--- config.mk ---
export PLATFORM = sky130hd
export DESIGN_NAME = ma_ctrl
export DESIGN_NICKNAME = d
export VERILOG_FILES = /design/src/rtl/ma_pkg.sv /design/src/rtl/ma_ctrl.sv
export VERILOG_INCLUDE_DIRS = /design/src /design/src/rtl
export SDC_FILE = /design/constraint.sdc
export NUM_CORES = 2
export LEC_CHECK = 0
export ABC_CLOCK_PERIOD_IN_PS = 10600
export BUFFER_PORTS_ARGS = -buffer_cell sky130_fd_sc_hd__clkbuf_2
export CORE_MARGIN = 1
export CORE_UTILIZATION = 47
export CTS_CLUSTER_DIAMETER = 80
export DETAILED_ROUTE_END_ITERATION = 10
export GPL_TIMING_DRIVEN = 0
export HOLD_SLACK_MARGIN = 0.05
export PLACE_DENSITY = 0.62
export SLEW_MARGIN = 30
export SYNTH_ARGS = -nofsm -noshare
export SYNTH_HDL_FRONTEND = slang
export SYNTH_SLANG_ARGS = --single-unit
--- constraint.sdc ---
create_clock -name clk -period 10.6 [get_ports clk]
set_clock_uncertainty 0.15 [all_clocks]
set_input_delay 3.18 -clock clk [delete_from_list [all_inputs] [get_ports clk]]
set_output_delay 3.18 -clock clk [all_outputs]
set_load 0.02 [all_outputs]
--- src/rtl/ma_map.svh ---
// Register map, field positions, reset values and codes of the
// abort and post-processing controller. Included by the package user.
// Assumes a byte-addressed plain register port with 32-bit data.
`ifndef MA_MAP_SVH
`define MA_MAP_SVH
// Register byte offsets
`define MA_CTRL        8'h00
`define MA_CMD         8'h04
`define MA_STAT        8'h08
`define MA_RESULT      8'h0C
`define MA_ERR         8'h10
`define MA_FEED        8'h14
`define MA_AUTO        8'h18
// Control fields
`define MA_C_CONT      0
`define MA_C_TCA       1
`define MA_C_AVG       2
`define MA_C_MATH      3
`define MA_C_LIM       4
`define MA_C_LFIL      5
`define MA_C_AUTO      6
`define MA_C_TOTAUTO   7
`define MA_C_MTYPE     8
// Command bits, write one to act
`define MA_K_INIT      0
`define MA_K_ABORT     1
`define MA_K_RECALC    2
`define MA_K_QDATA     3
`define MA_K_QIMM      4
`define MA_K_RST       5
`define MA_K_DCL       6
// Reset values and codes
`define MA_AUTO_PWRUP  1'b1
`define MA_AUTO_RST    1'b0
`define MA_FEED_SENS   32'h5345_4E53
`define MA_ASCII_0     32'h0000_0030
`define MA_ASCII_1     32'h0000_0031
`define MA_NAN         32'h7E95_1C39
`define MA_ERR_NONE    16'h0000
`define MA_ERR_NORES   16'hFF1A
`define MA_ERR_SETTING 16'hFF23
`define MA_ERR_PARAM   16'hFF20
`define MA_DIG_MIN     4'h1
`define MA_DIG_MAX     4'hF
`endif

--- src/rtl/ma_pkg.sv ---
// Types of the abort and post-processing controller.
// Assumes ma_map.svh supplies all numeric constants.
package ma_pkg;
	// Measurement cycle, Gray order idle-measure-abort
	typedef enum logic [1:0] {
		MA_IDLE  = 2'b00,
		MA_MEAS  = 2'b01,
		MA_ABORT = 2'b11
	} ma_state_t;
	// Active measurement kind
	typedef enum logic [1:0] {
		MA_NORMAL = 2'b00,
		MA_TOTAL  = 2'b01,
		MA_VPEAK  = 2'b10
	} ma_mtype_t;
	// Whole controller state
	typedef struct packed {
		ma_state_t   state;
		logic        pending;
		logic        measuring;
		logic        valid;
		logic        raw_ok;
		logic        hold;
		logic        cont;
		logic        tca;
		logic        avg;
		logic        math_en;
		logic        lim_en;
		logic        lfil_en;
		logic        auto_rc;
		logic        tot_auto;
		ma_mtype_t   mtype;
		logic [31:0] raw;
		logic [31:0] res;
		logic        fail;
		logic [15:0] err;
		logic [31:0] rdata;
		logic        start;
		logic        abrt;
		logic        rply;
		logic        rnan;
		logic [31:0] rval;
		logic [3:0]  rdig;
	} ma_st_t;
endpackage

--- src/rtl/ma_ctrl.sv ---
// Abort handling, measurement status and math/limit post-processing.
// Assumes an acquisition engine on the same clock and a plain register port.
// Overview of operation
// - Abort stops the measurement quickly; complete only when engine reports stopped.
// - Abort clears every pending flag set by initiation.
// - Abort while idle and not continuous is ignored, nothing changes.
// - Abort in a single measurement aborts it and clears pending.
// - Abort in continuous mode aborts, clears pending, then restarts and sets pending.
// - Abort in a block measurement aborts the whole block, clears pending.
// - Abort clears the measuring status bit, except in continuous mode where the restart keeps it set.
// - Aborted result becomes invalid, except an auto-armed totalize count.
// - New data runs enabled stages in order, result goes to output.
// - Result stays valid until recomputed or a relevant setting changes.
// - Totalize and voltage peak measurements bypass all stages.
// - Each stage applies only while enabled, else data passes unchanged.
// - Scaled reply carries 1 to 15 significant digits by resolution.
// - Query with no valid result returns not-a-number and error -230.
// - Query during totalize or peaks returns not-a-number and error -221.
// - Query with math on while measuring blocks until completion or clear.
// - Math input accepts only the sense source, reads back SENS.
// - Recalculate reuses stored data, leaves counts and statistics alone.
// - Recalculate query equals recalculate then result query.
// - Recalculate also reruns the limit stage.
// - Auto-recalc on recomputes on stage commands; off only on data or recalc.
// - Auto-recalc on at power-up, off after reset command, reads ASCII 0/1.
`timescale 1ns/100ps
`include "ma_map.svh"
module ma_ctrl
	import ma_pkg::*;
(
	input  wire logic        clk,
	input  wire logic        rst_n,
	input  wire logic [7:0]  addr,
	input  wire logic [31:0] wdata,
	input  wire logic        wr,
	input  wire logic        rd,
	output logic      [31:0] rdata,
	input  wire logic        acq_done,
	input  wire logic        acq_busy,
	input  wire logic [31:0] acq_data,
	input  wire logic [31:0] scale,
	input  wire logic [31:0] offset,
	input  wire logic [31:0] lim_lo,
	input  wire logic [31:0] lim_hi,
	input  wire logic [3:0]  res_digits,
	output logic             acq_start,
	output logic             acq_abort,
	output logic             cmd_block,
	output logic             reply_valid,
	output logic             reply_nan,
	output logic      [31:0] reply_data,
	output logic      [3:0]  reply_digits
);
	// ==================================================================
	// Helpers
	// Math stage: scale and offset, pass-through when off or bypassed
	function automatic logic [31:0] ma_math(input logic [31:0] d, input logic en);
		logic [63:0] p;
		p = d * scale;
		ma_math = en ? 32'(p[31:0] + offset) : d; // Wraps like the product
	endfunction

	// Status word, shared by the register read and nothing else wider
	function automatic logic [31:0] ma_stat(input ma_st_t q);
		ma_stat = {24'h00_0000, q.state, q.raw_ok, q.fail, q.hold, q.valid,
			q.measuring, q.pending};
	endfunction

	ma_st_t s;
	ma_st_t next_s;
	logic   bypass;
	logic   cmd_hit;
	logic   do_rc;
	logic   want_rply;
	logic   stopped;

	// ==================================================================
	// Next-state logic
	always_comb begin
		next_s = s;
		do_rc = 1'b0;
		want_rply = 1'b0;
		stopped = 1'b0;
		next_s.start = 1'b0;
		next_s.abrt = 1'b0;
		next_s.rply = 1'b0;
		next_s.rdata = 32'h0000_0000;
		cmd_hit = wr && (addr == `MA_CMD);

		// Configuration write; a blocked bus honours only device clear and error-register writes
		if (wr && addr == `MA_CTRL && !s.hold) begin
			next_s.cont = wdata[`MA_C_CONT];
			next_s.tca = wdata[`MA_C_TCA];
			next_s.avg = wdata[`MA_C_AVG];
			next_s.math_en = wdata[`MA_C_MATH];
			next_s.lim_en = wdata[`MA_C_LIM];
			next_s.lfil_en = wdata[`MA_C_LFIL];
			next_s.auto_rc = wdata[`MA_C_AUTO];
			next_s.tot_auto = wdata[`MA_C_TOTAUTO];
			next_s.mtype = ma_mtype_t'(wdata[`MA_C_MTYPE +: 2]);
			if (s.auto_rc)
				do_rc = 1'b1;
			else
				next_s.valid = 1'b0;
		end
		// Only the sense source exists, anything else is refused
		if (wr && addr == `MA_FEED && !s.hold && wdata != `MA_FEED_SENS)
			next_s.err = `MA_ERR_PARAM;
		if (wr && addr == `MA_ERR)
			next_s.err = `MA_ERR_NONE;

		// Commands
		if (cmd_hit && wdata[`MA_K_DCL])
			next_s.hold = 1'b0;
		if (cmd_hit && !s.hold) begin
			if (wdata[`MA_K_RST]) begin
				next_s.cont = 1'b0;
				next_s.math_en = 1'b0;
				next_s.lim_en = 1'b0;
				next_s.lfil_en = 1'b0;
				next_s.avg = 1'b0;
				next_s.tca = 1'b0;
				next_s.auto_rc = `MA_AUTO_RST;
				next_s.valid = 1'b0;
			end
			if (wdata[`MA_K_INIT] && s.state == MA_IDLE) begin
				next_s.start = 1'b1;
				next_s.pending = 1'b1;
				next_s.measuring = 1'b1;
				next_s.state = MA_MEAS;
			end
			// Idle abort falls through untouched
			if (wdata[`MA_K_ABORT] && s.state == MA_MEAS) begin
				next_s.abrt = 1'b1;
				next_s.state = MA_ABORT;
			end
			if (wdata[`MA_K_RECALC] || wdata[`MA_K_QIMM])
				do_rc = 1'b1;
			if (wdata[`MA_K_QIMM])
				want_rply = 1'b1;
			if (wdata[`MA_K_QDATA]) begin
				if (s.math_en && s.measuring)
					next_s.hold = 1'b1;
				else
					want_rply = 1'b1;
			end
		end

		// Measurement cycle
		case (s.state)
			MA_IDLE: begin
				if (s.cont) begin
					next_s.start = 1'b1;
					next_s.pending = 1'b1;
					next_s.measuring = 1'b1;
					next_s.state = MA_MEAS;
				end
			end
			MA_MEAS: begin
				if (acq_done && next_s.state == MA_MEAS) begin
					next_s.raw = acq_data;
					next_s.raw_ok = 1'b1;
					do_rc = 1'b1;
					stopped = 1'b1;
					if (next_s.cont) begin
						next_s.start = 1'b1;
					end else begin
						next_s.pending = 1'b0;
						next_s.measuring = 1'b0;
						next_s.state = MA_IDLE;
					end
				end
			end
			MA_ABORT: begin
				// Complete only once the engine has really stopped
				if (!acq_busy) begin
					stopped = 1'b1;
					next_s.pending = 1'b0;
					next_s.measuring = 1'b0;
					if (s.tot_auto && s.mtype == MA_TOTAL) begin
						next_s.raw = acq_data;
						next_s.raw_ok = 1'b1;
						next_s.res = acq_data;
						next_s.valid = 1'b1;
					end else begin
						next_s.valid = 1'b0;
					end
					if (s.cont) begin
						next_s.start = 1'b1;
						next_s.pending = 1'b1;
						next_s.measuring = 1'b1;
						next_s.state = MA_MEAS;
					end else begin
						next_s.state = MA_IDLE;
					end
				end
			end
			default: begin
				next_s.state = MA_IDLE;
			end
		endcase

		// Stage chain: math then limit; filter and averaging live elsewhere
		bypass = next_s.mtype != MA_NORMAL;
		if (do_rc && next_s.raw_ok && !(s.state == MA_ABORT && stopped)) begin
			next_s.res = ma_math(next_s.raw, next_s.math_en && !bypass);
			next_s.fail = next_s.lim_en && !bypass &&
				(next_s.res < lim_lo || next_s.res > lim_hi);
			next_s.valid = 1'b1;
		end

		// Held query is released by the measurement ending
		if (s.hold && stopped) begin
			next_s.hold = 1'b0;
			want_rply = 1'b1;
		end

		// Reply with not-a-number and error when nothing usable exists
		if (want_rply) begin
			next_s.rply = 1'b1;
			next_s.rdig = (res_digits < `MA_DIG_MIN) ? `MA_DIG_MIN : res_digits;
			if (bypass) begin
				next_s.rnan = 1'b1;
				next_s.rval = `MA_NAN;
				next_s.err = `MA_ERR_SETTING;
			end else if (!next_s.valid) begin
				next_s.rnan = 1'b1;
				next_s.rval = `MA_NAN;
				next_s.err = `MA_ERR_NORES;
			end else begin
				next_s.rnan = 1'b0;
				next_s.rval = next_s.res;
			end
		end

		// Register read, data in the following cycle only
		if (rd) begin
			case (addr)
				`MA_CTRL: next_s.rdata = {22'h00_0000, s.mtype, s.tot_auto, s.auto_rc,
					s.lfil_en, s.lim_en, s.math_en, s.avg, s.tca, s.cont};
				`MA_STAT: next_s.rdata = ma_stat(s);
				`MA_RESULT: next_s.rdata = s.res;
				`MA_ERR: next_s.rdata = {16'h0000, s.err};
				`MA_FEED: next_s.rdata = `MA_FEED_SENS;
				`MA_AUTO: next_s.rdata = s.auto_rc ? `MA_ASCII_1 : `MA_ASCII_0;
				default: next_s.rdata = 32'h0000_0000;
			endcase
		end
	end

	// ==================================================================
	// State register; auto-recalc powers up on
	always_ff @(posedge clk or negedge rst_n) begin
		if (!rst_n) begin
			s <= '0;
			s.state <= MA_IDLE;
			s.auto_rc <= `MA_AUTO_PWRUP;
			s.mtype <= MA_NORMAL;
		end else begin
			s <= next_s;
		end
	end

	// Outputs straight from the state flops
	assign rdata = s.rdata;
	assign acq_start = s.start;
	assign acq_abort = s.abrt;
	assign cmd_block = s.hold;
	assign reply_valid = s.rply;
	assign reply_nan = s.rnan;
	assign reply_data = s.rval;
	assign reply_digits = s.rdig;
endmodule

==> results_dict.tcl <==
set metrics [dict create \
    met2_usage 0.578 \
    avgRoutedWirePerCell_um 24.8 \
    vias_per_cell 5.58 \
    place.gp.congestion 0.967 \
    yosys_warnings 0 \
    worstSkewPairLatency_ns 0.45 \
    finalCriticalPeriod_ns 12.67 \
    grt_usage 0.356 \
    cts_tree "built" \
    die_area_mm2 0.0570 \
    hold_viol 0 \
    synth-main-ff-cell "dfrtp_1" \
    path_class "input port to flop" \
    rows 86 \
    drc 0 \
    critPathRequiredTime_ns 10.77 \
    postSynthAreaPerCell_um2 9.18 \
    cts.path.max_buffers 2 \
    slew_headroom 0.334 \
    async_reset_ff_frac 1.00 \
    vias 22638 \
    arrival_ns 12.84 \
    synth-edff-count 0 \
    syn_to_final_growth_pct 22.4 \
    die_y_um 239 \
    fin_setup_tns_ns -21.68 \
    drtIter0Drc 1971 \
    syn_nets 3708 \
    first_pass_iters 8 \
    drt-total-wl_um 101000 \
    maxCapViolCount 0 \
    cts_root_buf "clkbuf_16" \
    final_nets 4127 \
    setup_viol 33 \
    min-delay-start "reply_digits[3]$_DFFE_PN0N_" \
    use_met3 0.0611 \
    hpwlAfterDp_um 80500 \
    antenna_found_initial 8 \
    final_util 0.584 \
    clk_pin_slew_worst_paths_ns 0.08 \
    crit_path_end_kind "flop" \
    ant_nets 0 \
    clock_sinks 170 \
    drive_gt1_frac 0.251 \
    grt_pass1_vias 23246 \
    violations "negative setup slack" \
    cts_max_level 4 \
    rsz0062_at_grt "true" \
    gr-max-usage-layer "met2" \
    timing.critical_path.mode_cell "fa_1" \
    io-pin-count 283 \
    cts_made_buffers 17 \
    grt_max_degree 61 \
    ys_ff_latch 170 \
    startpoint_type "input port" \
    yosysTopAreaCell "fa_1" \
    crit_slowest_cell "fa_1" \
    gr-total-overflow 0 \
    initial_core_util 0.477 \
    report.final.slew_viol_count 0 \
    hp-class "flop to flop" \
    synth_cell_type_count 73 \
    synthTopCellsByArea "fa_1 (33%), dfrtp_1 (16%), ha_1 (8.9%)" \
    cp-startpoint "addr[3]" \
    yosysTopAreaCellShare 0.333 \
    syn_area_mm2 0.0264 \
    synth-seq-area-share 0.161 \
    cp_max_fo 5 \
    grt.met1_usage 0.465 \
    min_period_over_period 1.20 \
    grt_pass1_wl_um 147000 \
    setup_slack_ns -2.07 \
    status "complete, but fails checks" \
    worstReg2RegStart "s[169]$_DFF_PN0_" \
    core_mm2 0.0553 \
    die_x_um 239 \
    io_buffer_count 279 \
    worst_slew_pin_slew_ns 1.00 \
    fmaxAchievable_mhz 78.9 \
    slowest_delay_ns 0.54 \
    synth_cells 2873 \
]
[repair_timing]
action | in CTS | in global routing
resized for setup | 263 | 144
hold buffers | 0 | 0
pin swaps | 87 | 108
cloned | 1 | 2
buffers inserted | 85 | 44
endpoints found under the setup margin | 47 | 42
[layout make-up]
cell class | instances | area, um^2
plain buffers | 194 | 1450
repair buffers | 407 | 2740
clock inverters | 14 | 151
fillers | 4937 | 23000
multi-input cells | 1950 | 20200
diodes | 7 | 17.5
inverters | 552 | 2070
flip-flops and latches | 170 | 4260
clock buffers | 18 | 439
well taps | 748 | 936
[placed cells by master (no fill, tap or decap), types with 53 or more instances in the layout]
cell type / instances
clkbuf_2: 280
ha_1: 163
fa_1: 411
inv_1: 521
and2_1: 284
nor2_1: 89
nand2_1: 362
a21oi_1: 53
buf_4: 143
clkbuf_1: 67
dfrtp_1: 169
[cell usage after synthesis (7+ instances only)]
cell and count:
buf_2 10, a222oi_1 8, a211oi_1 7, buf_4 68, dfrtp_1 169, a21oi_1 83, and2_1 301, nand4_1 21
nand2_1 367, nor2b_1 16, clkbuf_1 113, fa_1 438, a22oi_1 7, nor4_1 8, nand2b_1 22, mux2i_1 14
ha_1 187, inv_1 552, a22o_1 10, a21o_1 20, nor2_1 102, o21ai_0 39, mux2_4 14, xor2_1 15
mux2_2 22, o21a_1 18, or3_1 7, nand3_1 18, xnor2_1 57, a31oi_1 21, o22ai_1 10, o22a_1 13
nor3_1 20
[per-stage QoR]
step / cells / hold WS [ns] / worst slack [ns] / instance area, um^2
finish: 4060 / 0.327 / -2.07 / 32300
global route: 4053 / 0.348 / -2.30 / 32300
CTS: 4014 / 0.328 / -2.04 / 31400
detailed placement: 3904 / 0.312 / -4.41 / 29000
global placement: 3900 / 0.303 / -4.50 / 28900
floorplan: 2873 / 0.290 / -1.29 / 26600
[kinds of logic (layout without fill, tap and decap cells)]
kind of cell,count (synthesis),after routing,synth area share
AND/OR/NAND/NOR,911,911,0.173
buffers and inverters,753,1185,0.119
adder cells (fa/ha/maj),625,625,0.421
AO/OA/AOI/OAI,283,283,0.0713
flip-flops,170,170,0.161
XOR/XNOR,81,81,0.0307
multiplexers,50,50,0.0227
other,0,7,0
[path summary, 6_finish.rpt]
| path | to | slack (ns) | depth (start not counted) |
|---|---|---|---|
| setup / recovery | s[88]$_DFFE_PN0P_ | -2.07 | 45 |
| hold / removal | reply_digits[3]$_DFFE_PN0N_ | 0.33 | 2 |
| setup reg to reg | s[88]$_DFFE_PN0P_ | 0.33 | 47 |
| hold reg to reg | reply_digits[3]$_DFFE_PN0N_ | 0.33 | 2 |
| max in group asynchronous | s[144]$_DFF_PN0_ | 6.77 | 3 |
| min in group asynchronous | rdata[5]$_DFF_PN0_ | 2.56 | 1 |
[flip-flops by register name, indices dropped and copies added (netlist names)]
register and cells:
acq_abort 1, cmd_block 1, reply_valid 1, rdata 32
reply_digits 4, acq_start 1, reply_nan 1, s 97
reply_data 32
[per-layer routing]
| layer | up-vias | wire length (um) |
|---|---|---|
| li1 | 9611 | - |
| met1 | 11491 | 38500 |
| met2 | 1247 | 47100 |
| met3 | 287 | 9550 |
| met4 | 2 | 5430 |
| met5 | - | 13 |
[critical path: cells and delay by family]
family / cells / cell delay [ns]
xor+xnor: 1 / 0.13
compound gates: 15 / 2.65
mux: 1 / 0.33
buf+inv: 11 / 1.01
simple gates: 7 / 0.97
fa+ha+maj: 10 / 4.51
Power is not shown: default switching activity piles up to over one toggle a cycle in this logic, so the estimate is an artifact.
